**config.mk**
```make
export PLATFORM = sky130hd
export DESIGN_NAME = fpcs_rx_pma
export DESIGN_NICKNAME = d
export VERILOG_FILES = /design/src/fpcs_pkg.sv /design/src/fpcs_rx_pma.sv
export SDC_FILE = /design/constraint.sdc
export NUM_CORES = 1
export LEC_CHECK = 0
export BUFFER_PORTS_ARGS = -buffer_cell sky130_fd_sc_hd__clkbuf_2
export CORE_ASPECT_RATIO = 0.8
export CORE_MARGIN = 3
export CORE_UTILIZATION = 45
export CTS_CLUSTER_SIZE = 28
export DETAILED_ROUTE_END_ITERATION = 10
export GPL_TIMING_DRIVEN = 0
export PLACE_DENSITY = 0.66
export SETUP_SLACK_MARGIN = 0.05
export SKIP_LAST_GASP = 1
export SYNTH_ARGS = -nofsm -noshare
export SYNTH_HDL_FRONTEND = slang
export SYNTH_SLANG_ARGS = --single-unit
```
**constraint.sdc**
```tcl
create_clock -name i_clk -period 3.2 [get_ports i_clk]
set_input_delay 0.64 -clock i_clk [delete_from_list [all_inputs] [get_ports i_clk]]
set_output_delay 0.64 -clock i_clk [all_outputs]
set_load 0.01 [all_outputs]
```
**src/fpcs_pkg.sv**
```systemverilog
package fpcs_pkg;
   // Clock and link timing
   localparam int CLK_NS = 10;
   localparam int LINK_BIT_NS = 125;
   localparam int TX_BIT_CYC = (LINK_BIT_NS + CLK_NS - 1) / CLK_NS;
   localparam int TX_DIV_W = 4;
   localparam logic [TX_DIV_W-1:0] TX_DIV_LAST = TX_DIV_W'(TX_BIT_CYC - 1);

   // Lane geometry
   localparam int LANES = 4;
   localparam int CG_W = 10;
   localparam int COL_W = LANES * CG_W;
   localparam logic [3:0] BIT_LAST = 4'h9;
   localparam logic [3:0] BIT_FIRST = 4'h0;

   // Character codes
   localparam logic [7:0] XG_IDLE = 8'h07;
   localparam logic [7:0] XG_ERR = 8'hfe;
   localparam logic [7:0] XG_TERM = 8'hfd;
   localparam logic [7:0] XG_SEQ = 8'h9c;
   localparam logic [7:0] CG_SYNC = 8'hbc;
   localparam logic [7:0] CG_SKIP = 8'h1c;
   localparam logic [7:0] CG_ALIGN = 8'h7c;
   localparam logic [4:0] K_VAL = 5'h1c;

   // Local fault column and reset values
   localparam logic [31:0] LF_RXD = 32'h0100_009c;
   localparam logic [3:0] LF_RXC = 4'h1;
   localparam logic [31:0] RXD_RST = 32'h0707_0707;
   localparam logic [3:0] RXC_RST = 4'hf;

   // Receive modes
   typedef enum logic [2:0] {
      ST_IDLE = 3'b001,
      ST_DATA = 3'b010,
      ST_FAULT = 3'b100
   } fpcs_mode_t;
endpackage

```
**src/fpcs_rx_pma.sv**
```systemverilog
// Notes on behaviour
// - Decode every aligned column; drive rxd/rxc synchronous to generated receive clock.
// - Data mode in packets; entered on non-idle non-sequence in idle or fault; sequence in idle enters fault mode.
// - In data mode valid code-groups map to their character, legal or not.
// - Invalid code-groups become Error characters; each lane decoded on its own.
// - In idle mode an idle column becomes Idle characters on all lanes.
// - Link ok only when alignment ok and no error blocks the link.
// - Alignment failure is the only receive fault recognised here.
// - Received sequence ordered-sets pass through to the MAC side.
// - Each request serialises four code-groups, ten bits per lane, unchanged.
// - Transmit lowest-numbered bit first, highest last.
// - Vectors taken at the word rate; bit rate is ten times it.
// - Ten bits per lane gathered into one 40-bit unaligned vector.
// - First received bit lands in lowest bit of its lane.
// - No code-group boundary search in the attachment layer.
// - Received vectors come at the word rate, one per ten line bits.
// - Bit clock taken from rising edges of the separate link clock input.
// - Alignment status comes from deskew; fails when any lane loses sync.
`timescale 1ns/100ps
`default_nettype none

module fpcs_rx_pma
   import fpcs_pkg::*;
(
   input wire logic i_clk,
   input wire logic i_resetn,
   input wire logic i_align_status,
   input wire logic [COL_W-1:0] i_align_col,
   input wire logic i_align_valid,
   input wire logic i_pma_fault,
   output logic [31:0] o_rxd,
   output logic [3:0] o_rxc,
   output logic o_rx_clk,
   output logic o_link_ok,
   input wire logic [COL_W-1:0] i_tx_code,
   input wire logic i_tx_valid,
   output logic o_tx_ready,
   output logic [LANES-1:0] o_tx_serial,
   output logic o_tx_bit_stb,
   input wire logic i_link_clk,
   input wire logic [LANES-1:0] i_rx_serial,
   output logic [COL_W-1:0] o_rx_unaligned,
   output logic o_rx_unaligned_valid
);

   // Table decode of one code-group: {valid, control, octet}
   function automatic logic [9:0] fpcs_dec(input logic [9:0] cg);
      logic [5:0] s6;
      logic [3:0] s4;
      logic [4:0] v5;
      logic [2:0] v3;
      logic ok6;
      logic ok4;
      logic k28;
      logic k7;
      s6 = {cg[0], cg[1], cg[2], cg[3], cg[4], cg[5]};
      s4 = {cg[6], cg[7], cg[8], cg[9]};
      ok6 = 1'b1;
      v5 = 5'h00;
      k28 = (s6 == 6'b001111) || (s6 == 6'b110000);
      case (s6)
         6'b100111, 6'b011000: v5 = 5'd0;
         6'b011101, 6'b100010: v5 = 5'd1;
         6'b101101, 6'b010010: v5 = 5'd2;
         6'b110001: v5 = 5'd3;
         6'b110101, 6'b001010: v5 = 5'd4;
         6'b101001: v5 = 5'd5;
         6'b011001: v5 = 5'd6;
         6'b111000, 6'b000111: v5 = 5'd7;
         6'b111001, 6'b000110: v5 = 5'd8;
         6'b100101: v5 = 5'd9;
         6'b010101: v5 = 5'd10;
         6'b110100: v5 = 5'd11;
         6'b001101: v5 = 5'd12;
         6'b101100: v5 = 5'd13;
         6'b011100: v5 = 5'd14;
         6'b010111, 6'b101000: v5 = 5'd15;
         6'b011011, 6'b100100: v5 = 5'd16;
         6'b100011: v5 = 5'd17;
         6'b010011: v5 = 5'd18;
         6'b110010: v5 = 5'd19;
         6'b001011: v5 = 5'd20;
         6'b101010: v5 = 5'd21;
         6'b011010: v5 = 5'd22;
         6'b111010, 6'b000101: v5 = 5'd23;
         6'b110011, 6'b001100: v5 = 5'd24;
         6'b100110: v5 = 5'd25;
         6'b010110: v5 = 5'd26;
         6'b110110, 6'b001001: v5 = 5'd27;
         6'b001110: v5 = 5'd28;
         6'b101110, 6'b010001: v5 = 5'd29;
         6'b011110, 6'b100001: v5 = 5'd30;
         6'b101011, 6'b010100: v5 = 5'd31;
         6'b001111, 6'b110000: v5 = K_VAL;
         default: ok6 = 1'b0;
      endcase
      ok4 = 1'b1;
      v3 = 3'h0;
      case (s4)
         4'b1011, 4'b0100: v3 = 3'd0;
         4'b1001: v3 = 3'd1;
         4'b0101: v3 = 3'd2;
         4'b1100, 4'b0011: v3 = 3'd3;
         4'b1101, 4'b0010: v3 = 3'd4;
         4'b1010: v3 = 3'd5;
         4'b0110: v3 = 3'd6;
         4'b1110, 4'b0001, 4'b0111, 4'b1000: v3 = 3'd7;
         default: ok4 = 1'b0;
      endcase
      k7 = ((s4 == 4'b0111) || (s4 == 4'b1000))
         && ((v5 == 5'd23) || (v5 == 5'd27) || (v5 == 5'd29) || (v5 == 5'd30));
      return {ok6 & ok4, k28 | k7, v3, v5};
   endfunction

   // Per-lane decode and classification
   logic [LANES-1:0] lane_ok;
   logic [LANES-1:0] lane_k;
   logic [LANES-1:0] lane_idle;
   logic [LANES-1:0] lane_term;
   logic [31:0] dec_rxd;
   logic [3:0] dec_rxc;
   logic [7:0] lane_oct [LANES];

   genvar gl;
   generate
      for (gl = 0; gl < LANES; gl++)
      begin : g_dec
         wire logic [9:0] dec_w = fpcs_dec(i_align_col[CG_W*gl +: CG_W]);
         assign lane_ok[gl] = dec_w[9];
         assign lane_k[gl] = dec_w[8];
         assign lane_oct[gl] = dec_w[7:0];
         assign lane_idle[gl] = lane_ok[gl] && lane_k[gl]
            && (lane_oct[gl] == CG_SYNC || lane_oct[gl] == CG_SKIP || lane_oct[gl] == CG_ALIGN);
         assign lane_term[gl] = lane_ok[gl] && lane_k[gl] && (lane_oct[gl] == XG_TERM);
         assign dec_rxd[8*gl +: 8] = lane_ok[gl] ? lane_oct[gl] : XG_ERR;
         assign dec_rxc[gl] = lane_ok[gl] ? lane_k[gl] : 1'b1;
      end
   endgenerate

   // Column classification
   wire logic col_idle = &lane_idle;
   wire logic col_term = |lane_term;
   wire logic col_seq = lane_ok[0] && lane_k[0] && (lane_oct[0] == XG_SEQ)
      && (&lane_ok[3:1]) && !(|lane_k[3:1]);

   // Receive mode state
   fpcs_mode_t mode_reg;
   fpcs_mode_t mode_next;

   always_comb
   begin
      mode_next = mode_reg;
      if (!i_align_status)
         mode_next = ST_IDLE;
      else
         unique case (mode_reg)
            ST_IDLE:
               if (col_seq)
                  mode_next = ST_FAULT; // status sets arrive only between packets
               else if (!col_idle)
                  mode_next = ST_DATA;
            ST_DATA:
               if (col_term)
                  mode_next = ST_IDLE;
            ST_FAULT:
               if (col_idle)
                  mode_next = ST_IDLE;
               else if (!col_seq)
                  mode_next = ST_DATA;
         endcase
   end

   // Output column selection
   wire logic idle_out = col_idle && (mode_reg != ST_DATA);
   wire logic [31:0] rxd_next = !i_align_status ? LF_RXD
      : idle_out ? {4{XG_IDLE}} : dec_rxd;
   wire logic [3:0] rxc_next = !i_align_status ? LF_RXC
      : idle_out ? 4'hf : dec_rxc;

   // Column registers and receive clock pulse
   logic [31:0] rxd_reg;
   logic [3:0] rxc_reg;
   logic rx_clk_reg;
   logic link_ok_reg;

   always_ff @(posedge i_clk or negedge i_resetn)
   begin
      if (!i_resetn)
      begin
         mode_reg <= ST_IDLE;
         rxd_reg <= RXD_RST;
         rxc_reg <= RXC_RST;
         rx_clk_reg <= 1'b0;
         link_ok_reg <= 1'b0;
      end
      else
      begin
         rx_clk_reg <= i_align_valid;
         link_ok_reg <= i_align_status && !i_pma_fault;
         if (i_align_valid)
         begin
            mode_reg <= mode_next;
            rxd_reg <= rxd_next;
            rxc_reg <= rxc_next;
         end
      end
   end

   assign o_rxd = rxd_reg;
   assign o_rxc = rxc_reg;
   assign o_rx_clk = rx_clk_reg;
   assign o_link_ok = link_ok_reg;

   // Transmit bit-rate divider
   logic [TX_DIV_W-1:0] tx_div_reg;
   logic [3:0] tx_bit_reg;
   logic tx_stb_reg;
   wire logic tx_tick = (tx_div_reg == TX_DIV_LAST);
   wire logic tx_load = tx_tick && (tx_bit_reg == BIT_LAST);

   always_ff @(posedge i_clk or negedge i_resetn)
   begin
      if (!i_resetn)
      begin
         tx_div_reg <= '0;
         tx_bit_reg <= BIT_LAST;
         tx_stb_reg <= 1'b0;
      end
      else
      begin
         tx_div_reg <= tx_tick ? '0 : tx_div_reg + 1'b1;
         tx_stb_reg <= tx_tick;
         if (tx_tick)
            tx_bit_reg <= tx_load ? BIT_FIRST : tx_bit_reg + 1'b1;
      end
   end

   assign o_tx_ready = tx_load;
   assign o_tx_bit_stb = tx_stb_reg;

   // Link clock and serial input synchronisers
   logic lclk_s1;
   logic lclk_s2;
   logic lclk_s3;
   logic [LANES-1:0] rx_s1;
   logic [LANES-1:0] rx_s2;
   logic [3:0] rx_bit_reg;
   logic rx_vld_reg;
   wire logic lclk_rise = lclk_s2 && !lclk_s3;
   wire logic rx_last = lclk_rise && (rx_bit_reg == BIT_LAST);

   always_ff @(posedge i_clk or negedge i_resetn)
   begin
      if (!i_resetn)
      begin
         lclk_s1 <= 1'b0;
         lclk_s2 <= 1'b0;
         lclk_s3 <= 1'b0;
         rx_s1 <= '0;
         rx_s2 <= '0;
         rx_bit_reg <= BIT_FIRST;
         rx_vld_reg <= 1'b0;
      end
      else
      begin
         lclk_s1 <= i_link_clk;
         lclk_s2 <= lclk_s1;
         lclk_s3 <= lclk_s2;
         rx_s1 <= i_rx_serial;
         rx_s2 <= rx_s1;
         rx_vld_reg <= rx_last;
         if (lclk_rise)
            rx_bit_reg <= rx_last ? BIT_FIRST : rx_bit_reg + 1'b1;
      end
   end

   assign o_rx_unaligned_valid = rx_vld_reg;

   // Per-lane serialiser and deserialiser
   generate
      for (gl = 0; gl < LANES; gl++)
      begin : g_ser
         logic [CG_W-1:0] tx_sh_reg;
         logic tx_out_reg;
         logic [CG_W-1:0] rx_sh_reg;
         logic [CG_W-1:0] rx_word_reg;
         wire logic [CG_W-1:0] tx_word = i_tx_valid ? i_tx_code[CG_W*gl +: CG_W] : '0;
         wire logic [CG_W-1:0] rx_shift = {rx_s2[gl], rx_sh_reg[CG_W-1:1]};

         always_ff @(posedge i_clk or negedge i_resetn)
         begin
            if (!i_resetn)
            begin
               tx_sh_reg <= '0;
               tx_out_reg <= 1'b0;
               rx_sh_reg <= '0;
               rx_word_reg <= '0;
            end
            else
            begin
               if (tx_load)
               begin
                  tx_out_reg <= tx_word[0];
                  tx_sh_reg <= {1'b0, tx_word[CG_W-1:1]};
               end
               else if (tx_tick)
               begin
                  tx_out_reg <= tx_sh_reg[0];
                  tx_sh_reg <= {1'b0, tx_sh_reg[CG_W-1:1]};
               end
               if (lclk_rise)
                  rx_sh_reg <= rx_shift;
               if (rx_last)
                  rx_word_reg <= rx_shift;
            end
         end

         assign o_tx_serial[gl] = tx_out_reg;
         assign o_rx_unaligned[CG_W*gl +: CG_W] = rx_word_reg;
      end
   endgenerate
endmodule // fpcs_rx_pma

`default_nettype wire
```
==> results of run 1 <==
==> cells by family (layout without fill, tap and decap cells) <==
| kind of cell | Yosys count | count (layout) | share of synthesized area (%) |
|---|---|---|---|
| buffers and inverters | 153 | 358 | 6.04 |
| muxes | 48 | 48 | 4.87 |
| xor gates and xnor gates | 23 | 23 | 1.89 |
| AOI/OAI and AO/OA | 333 | 333 | 20.8 |
| adders and majority gates | 11 | 11 | 1.14 |
| DFF | 182 | 182 | 41.4 |
| and+or+nand+nor | 544 | 544 | 23.8 |
==> power by group <==
group / internal, mW / switching [mW]
Clock: 1.11 / 1.18
Combinational: 0.710 / 0.895
Sequential: 2.67 / 0.246
Total: 4.49 / 2.32
==> final cells by class <==
| type | count | share of cell area, % |
|---|---|---|
| Clock buffer | 17 | 3.19 |
| Buffer | 123 | 4.67 |
| Timing Repair Buffer | 174 | 7.23 |
| Inverter | 29 | 0.845 |
| Multi-Input combinational cell | 959 | 45.1 |
| Sequential cell | 182 | 34.3 |
| Clock inverter | 15 | 1.68 |
| Tap cell | 312 | 2.93 |
==> cell usage after synthesis, types with 17 or more instances <==
| master | number |
|---|---|
| o21ai_0 | 54 |
| nor4_1 | 17 |
| inv_1 | 25 |
| dfstp_2 | 19 |
| a21oi_1 | 63 |
| nand3_1 | 56 |
| nand2_1 | 211 |
| a31oi_1 | 55 |
| a211oi_1 | 17 |
| buf_2 | 25 |
| nand2b_1 | 27 |
| o2bb2ai_1 | 22 |
| nor3_1 | 27 |
| nor2b_1 | 19 |
| dfrtp_1 | 163 |
| mux2_2 | 46 |
| clkbuf_1 | 79 |
| nor2_1 | 103 |
==> worst reg2reg max path, delay by kind of cell, from the launching register on <==
family,cells,cell delay [ps]
flip-flops,1,420
buffers and inverters,2,640
multiplexers,1,410
AND/OR/NAND/NOR,2,600
adder cells (fa/ha/maj),1,190
==> worst min path at each step <==
stage	cells after the start	endpoint	slack (ps)
global route	1	g_ser[0].tx_sh_reg[1]	240
global placement	0	rx_s2[1]	330
floorplan	0	lclk_s2	330
detailed placement	0	rx_s2[0]	340
CTS	1	g_ser[1].tx_sh_reg[8]	210
finish	1	g_ser[1].tx_sh_reg[8]	190
==> per-layer routing <==
metal  GRT usage (%)  wire [um]  part of all wire [%]  vias to the layer above
met1            35.8      15200                    48                     5098
met4            4.76        398                   1.2                        0
met5               0          0                     0                        -
met2            34.7      14400                    45                      359
met3            3.41       1790                   5.6                       35
li1                -          -                     -                     5062
==> per-stage QoR <==
stage               std cells  setup WS (ps)  area, sq um
floorplan                1294          -12.0        11100
global placement         1763          -2000        12300
detailed placement       1764          -1020        12300
CTS                      1801           56.8        13100
global route             1811          -16.6        13300
finish                   1811           75.9        13300
==> repair_timing <==
| action | 4_1_cts | 5_1_grt |
|---|---|---|
| setup buffers | 5 | 11 |
| pin swaps | 3 | 16 |
| endpoints found under the hold margin | 0 | 0 |
| gates resized for setup | 28 | 59 |
| endpoints found under the setup margin | 32 | 29 |
==> flow_summary.toml, run 1 <==
[sta]
slew_viol_final = 0
setup_viol = 0
min_period_ps = 3120
finalSetupTns_ps = 0
whs_ps = 191
relSlewSlack_pct = 47.6
rsz0062_at_grt = "true"
post-route-period-util_pct = 97.6
worst_pin_slew_ps = 780
max_freq_mhz = 320
hold_viol = 0
fin_skew_ps = 17.1

[logic_synthesis]
synth_area_sq_um = 11000
synth_top_area_share_pct = 36.9
ys.flop_type = "dfrtp_1"
synth_cell_types = 94
synthCells = 1294
async_reset_ff_share_pct = 100
yosys_warnings = 0
syn_avg_cell_area_sq_um = 8.54
synth_seq_cells = 182
yosysTopAreaCell = "dfrtp_1"
ys_seq_area_share_pct = 41.4
syn_nets = 1391
synth-edff-count = 0
yosys-top-cells-area = "dfrtp_1, nand2_1, mux2_2"

[worst_setup_path]
slowest_stage = "or4_4"
path_depth = 12
reg2regPathDepth = 6
crit_buf_inv = 3
cp.required_ps = 3520
path_max_fanout = 10
critical_path_class = "input pin to flip-flop"
critPathLaunchType = "input pin"
arrival_ps = 3440
reg2reg_slack_ps = 830
critPathMaxStageDelay_ps = 570
crit_family = "simple AND/OR/NAND/NOR gates"
crit_path_end_kind = "flip-flop"
r2r_start = "rx_bit_reg[1]"
crit_path_start = "i_align_col[23]"
path_cells = "clkbuf_2 > clkbuf_4 > clkbuf_4 > a22oi_1 > o221ai_1 > nand2_1 > nand4_1 > a2111oi_4 > nand2_1 > or4_4 > and4b_4 > a22o_1"
rr_endpoint = "g_ser[3].rx_word_reg[1]"
cp-endpoint = "mode_reg[1]"

[placed_design]
hpwl_um = 22800
portBuffers = 157
gp_congestion = 0.929

[routing]
post_drt_via_cell_ratio = 5.83
dr.pass1.iters = 5
ant_nets = 0
drc = 0
vias = 10600
drt_iter0_drc = 942
wire_per_inst_um = 17.6
totalWireLength_um = 31800

[run]
maxCapViolCount = 0

[finish]
largest_reg_flops = 40
regArea_sq_um = 4580
area_growth_pct = 20.7
fin_util_pct = 56.1
multi_input_comb_area_sq_um = 6020
num_antenna_cells = 0
nets = 1583
drive_above_1_share_pct = 25.4
final_cell_mix = "nand2_1, clkbuf_2, dfrtp_1"
nFillCells = 2246
mostFrequentLayoutCell = "nand2_1"

[run_status]
status = "completed"

[die]
core-area_sq_um = 23800
die_h_um = 146
dieArea_sq_um = 26500
pin_count = 176
die_w_um = 181
std_cell_rows = 50
start_util_pct = 46.5

[global_route]
grt_pass1_vias = 9667
antenna_found_initial = 0
overflow = 0
grt.total_usage_pct = 23.2
grt_max_degree = 113
grt_first_pass_wirelength_um = 51400

[clock_network]
cts_hold_buf = 0
clock_path_buffers = 2
cts_sinks = 182
cts_max_level = 4
cts_inserted_buffers = 17
insertion_delay_ps = 440
clk_pin_slew_worst_paths_ps = 90
root_buffer = "clkbuf_16"
cts_tree = "done"

[pwr]
ir_drop_mv = 0.387
p_leak_nw = 5.94
total_power_mw = 6.81
powerDensity_nw_per_um2 = 511

[min_path]
hold_class = "input pin to asynchronous set/reset pin"
(Power assumes the default switching activity.)
==> run 2, diff against run 1 <==
--- a/config.mk
+++ b/config.mk
@@ -7,7 +7,7 @@
 export LEC_CHECK = 0
 export BUFFER_PORTS_ARGS = -buffer_cell sky130_fd_sc_hd__clkbuf_2
 export CORE_ASPECT_RATIO = 0.8
-export CORE_MARGIN = 3
+export CORE_MARGIN = 10
 export CORE_UTILIZATION = 45
 export CTS_CLUSTER_SIZE = 28
 export DETAILED_ROUTE_END_ITERATION = 10
==> flow_summary.toml, run 2 (synthesis results as in run 1) <==
[run_status]
status = "completed"

[finish]
fin_cells = 1816
largest_reg_flops = 40
nets = 1581
final_cell_mix = "nand2_1, clkbuf_2, dfrtp_1"
mostFrequentLayoutCell = "nand2_1"
drive_above_1_share_pct = 25.8
area_growth_pct = 20.4
nFillCells = 2287
fin_util_pct = 54.8

[routing]
dr_wl_met2_um = 14600
dr.pass1.iters = 5
vias = 10400
wire_per_inst_um = 18.2
drt_iter0_drc = 900
ant_nets = 0
dr_wl_met3_um = 2240
totalWireLength_um = 33000
wl_met1_um = 15800
top_layer = "met5"
post_drt_via_cell_ratio = 5.74
drc = 0

[pwr]
ir_drop_mv = 0.365
powerDensity_nw_per_um2 = 502
p_leak_nw = 5.92

[sta]
fin_skew_ps = 15.7
rsz0062_at_grt = "false"
setup_viol = 0
fin_ws_ps = 109
hold_viol = 0
slew_viol_final = 0
worst_pin_slew_ps = 727
min_period_ps = 3090
relSlewSlack_pct = 51.2
post-route-period-util_pct = 96.6
max_freq_mhz = 324

[clock_network]
cts_hold_buf = 0
root_buffer = "clkbuf_16"
clock_path_buffers = 2
cts_inserted_buffers = 17
cts_max_level = 4
clk_pin_slew_worst_paths_ps = 80
insertion_delay_ps = 440
cts_sinks = 182
cts_tree = "done"

[worst_setup_path]
crit_family = "simple AND/OR/NAND/NOR gates"
path_cells = "clkbuf_2 > buf_6 > maj3_2 > a32oi_2 > o2111ai_4 > nor3_2 > nand4_1 > or4_4 > or4_4 > and4b_4 > a221oi_2"
critPathLaunchType = "input pin"
arrival_ps = 3430
cp.required_ps = 3540
path_max_fanout = 10
critPathMaxStageDelay_ps = 540
critPathMostFrequentCell = "or4_4"
crit_buf_inv = 2
crit_path_end_kind = "flip-flop"
critical_path_class = "input pin to flip-flop"
slowest_stage = "or4_4"

[die]
dieArea_sq_um = 31300
start_util_pct = 45.6
die_h_um = 160
pin_count = 176
core-area_sq_um = 24200
die_w_um = 195
std_cell_rows = 51

[run]
maxCapViolCount = 0

[global_route]
grt_pass1_vias = 9892
grt_first_pass_wirelength_um = 53100
antenna_found_initial = 2
grt_max_degree = 101
grt.total_usage_pct = 20.3
overflow = 0

[placed_design]
gp_congestion = 0.978
portBuffers = 157
hpwl_um = 23900
placed_cells = 1770
dp_slack_ps = -1030

[min_path]
hold_class = "input pin to asynchronous set/reset pin"
[run 2: per-layer routing]
layer  vias to the layer above  GRT usage [%]
li1                       5055              -
met1                      5035           29.1
met2                       315           30.2
met3                        21           5.17
met4                         2           4.16
met5                         -              0
[run 2: area by class of cell]
| class | count | area, sq um | area share, % |
|---|---|---|---|
| Clock inverter | 15 | 174 | 1.31 |
| Clock buffer | 17 | 425 | 3.20 |
| Timing Repair Buffer | 174 | 961 | 7.23 |
| Inverter | 29 | 116 | 0.875 |
| Sequential cell | 182 | 4580 | 34.4 |
| Tap cell | 318 | 398 | 2.99 |
| Multi-Input combinational cell | 959 | 6010 | 45.2 |
| Buffer | 121 | 627 | 4.71 |
| Antenna cell | 1 | 2.50 | 0.0188 |
[run 2: power breakdown]
part	internal, mW	switching (mW)	total (mW)
clock network	1.06	1.08	2.15
registers	2.67	0.245	2.92
logic	0.710	0.907	1.62
total	4.44	2.24	6.68
[run 2: through the flow]
step | hold slack (ps) | instance area [sq um] | TNS, ps | power [mW]
after global routing | 269 | 13300 | 0 | 7.05
after floorplan | 331 | 11100 | -20.3 | 3.87
final | 222 | 13300 | 0 | 6.68
after detailed placement | 338 | 12300 | -26610 | 4.52
after global placement | 334 | 12300 | -357980 | 4.48
after CTS | 266 | 13000 | 0 | 6.70
[run 2: worst reg2reg max path, stage by stage, from the launching register on]
cell      delay, ps
dfrtp_1         380
nand2b_1        140
clkbuf_1        200
nor3_1          640
clkbuf_1        570
mux2_2          420
[run 2: path summary, 6_finish.rpt]
| check | from | endpoint | slack [ps] | cells past startpoint |
|---|---|---|---|---|
| min | i_resetn | o_tx_bit_stb | 220 | 1 |
| min in group i_clk | i_rx_serial[2] | rx_s1[2] | 300 | 1 |
| max reg2reg | lclk_s3 | g_ser[3].rx_word_reg[1] | 740 | 5 |
| max | i_align_col[30] | mode_reg[0] | 110 | 11 |
| max in group asynchronous | i_resetn | g_ser[0].rx_word_reg[2] | 2030 | 2 |
| min reg2reg | rx_s1[3] | rx_s2[3] | 350 | 0 |
[run 2: what timing repair did]
item	in CTS	in global routing
buffers inserted	3	13
gates resized for setup	31	57
endpoints found under the setup margin	32	31
pin swaps	4	21
==> run 3, diff against run 2 <==
--- a/config.mk
+++ b/config.mk
@@ -13,6 +13,7 @@
 export DETAILED_ROUTE_END_ITERATION = 10
 export GPL_TIMING_DRIVEN = 0
 export PLACE_DENSITY = 0.66
+export REMOVE_ABC_BUFFERS = 1
 export SETUP_SLACK_MARGIN = 0.05
 export SKIP_LAST_GASP = 1
 export SYNTH_ARGS = -nofsm -noshare
==> flow_summary.toml, run 3 (synthesis results as in run 1) <==
[pwr]
p_leak_nw = 5.69
powerDensity_nw_per_um2 = 513
ir_drop_mv = 0.388

[routing]
totalWireLength_um = 29800
ant_nets = 0
vias = 9879
drt_iter0_drc = 857
post_drt_via_cell_ratio = 5.78
wire_per_inst_um = 17.4
drc = 0
dr.pass1.iters = 5

[finish]
nets = 1475
drive_above_1_share_pct = 24.2
fin_util_pct = 52.6
nFillCells = 2294
final_cell_mix = "nand2_1, dfrtp_1, clkbuf_2"
largest_reg_flops = 40
mostFrequentLayoutCell = "nand2_1"
fin_cells = 1708
final_area_sq_um = 12800
num_antenna_cells = 0
area_growth_pct = 15.5

[worst_setup_path]
critPathMostFrequentCell = "buf_4"
cp.required_ps = 3520
r2r_start = "lclk_s3"
crit_path_end_kind = "flip-flop"
critical_path_class = "input pin to flip-flop"
crit_buf_inv = 2
path_max_fanout = 33
reg2reg_slack_ps = 600
path_cells = "buf_4 > or4b_4 > a211oi_2 > o31ai_1 > a211oi_1 > nor4b_4 > nand2_2 > nor4_4 > nand3b_1 > buf_4 > a22o_1"
rr_endpoint = "g_ser[0].rx_word_reg[9]"
cp-endpoint = "o_rxd[4]"
slowest_stage = "or4b_4"
reg2regPathDepth = 6
path_depth = 11
crit_family = "simple AND/OR/NAND/NOR gates"
crit_path_start = "i_align_col[1]"
arrival_ps = 3420
critPathMaxStageDelay_ps = 560
critPathLaunchType = "input pin"

[clock_network]
cts_tree = "done"
cts_sinks = 182
insertion_delay_ps = 440
cts_max_level = 4
cts_inserted_buffers = 17
cts_hold_buf = 0
clock_path_buffers = 2
clk_pin_slew_worst_paths_ps = 70
root_buffer = "clkbuf_16"

[run]
maxCapViolCount = 0

[sta]
min_period_ps = 3100
fin_skew_ps = 13.6
max_freq_mhz = 323
post-route-period-util_pct = 96.9
relSlewSlack_pct = 21.6
setup_viol = 0
whs_ps = 207
slew_viol_final = 0
worst_pin_slew_ps = 1170
finalSetupTns_ps = 0
hold_viol = 0

[die]
std_cell_rows = 51
core-area_sq_um = 24200
dieArea_sq_um = 31300
die_w_um = 195
start_util_pct = 45.6
die_h_um = 160
pin_count = 176

[run_status]
status = "completed"

[placed_design]
placed_cells = 1668
placed_area_sq_um = 11900
hpwl_um = 19700
gp_congestion = 0.890
portBuffers = 175

[global_route]
met3_usage_pct = 4.60
grt-busiest-layer = "met2"
grt_pass1_vias = 9341
met1_usage_pct = 26.2
grt_max_degree = 104
antenna_found_initial = 0
grt.total_usage_pct = 18.4
grt_first_pass_wirelength_um = 49100
met2_usage_pct = 27.6
overflow = 0

[min_path]
hold_class = "input pin to asynchronous set/reset pin"
## run 3: worst min path at each step
stage | startpoint | endpoint | cells past startpoint
after floorplan | lclk_s1 | lclk_s2 | 0
after global placement | lclk_s1 | lclk_s2 | 0
after detailed placement | rx_s1[0] | rx_s2[0] | 0
after CTS | i_resetn | rx_s1[2] | 1
after global routing | i_resetn | rx_s1[2] | 1
final | i_resetn | rx_s1[2] | 1
## run 3: what timing repair did
| item | 4_1_cts | 5_1_grt |
|---|---|---|
| setup endpoints to repair | 32 | 32 |
| gates cloned | 0 | 0 |
| buffers inserted | 5 | 4 |
| gates resized for setup | 27 | 45 |
| pin swaps | 6 | 8 |
## run 3: area by class of cell
class / count / area (sq um) / area share, %
multi-input combinational: 959 / 5980 / 46.9
tap: 318 / 398 / 3.12
clock buffer: 18 / 439 / 3.44
clock inverter: 13 / 140 / 1.10
timing repair buffer: 189 / 1110 / 8.68
sequential: 182 / 4580 / 35.9
inverter: 29 / 113 / 0.883
## run 3: power breakdown
| part | internal (mW) | total [mW] | switching (mW) |
|---|---|---|---|
| Clock | 1.06 | 2.10 | 1.04 |
| Combinational | 0.673 | 1.54 | 0.870 |
| Sequential | 2.67 | 2.91 | 0.235 |
## run 3: layer usage
metal	up-vias	wire [um]
li1	4829	-
met4	0	256
met5	-	0
met3	27	1910
met2	314	13600
met1	4709	14100
## run 3: worst register-to-register path, cell delays in order, from the launching register on
cell      delay (ps)
dfrtp_1          400
nand2b_2         620
nor3_2           530
buf_6            220
buf_8            170
buf_6            190
mux2_2           350
## run 3: stage by stage
stage          worst slack [ps]  total power, mW
2_1_floorplan             -1400             3.73
3_3_place_gp              -3800             4.41
3_5_place_dp              -1540             4.46
4_1_cts                    50.7             6.60
5_1_grt                   -27.2             6.92
6_report                    101             6.55
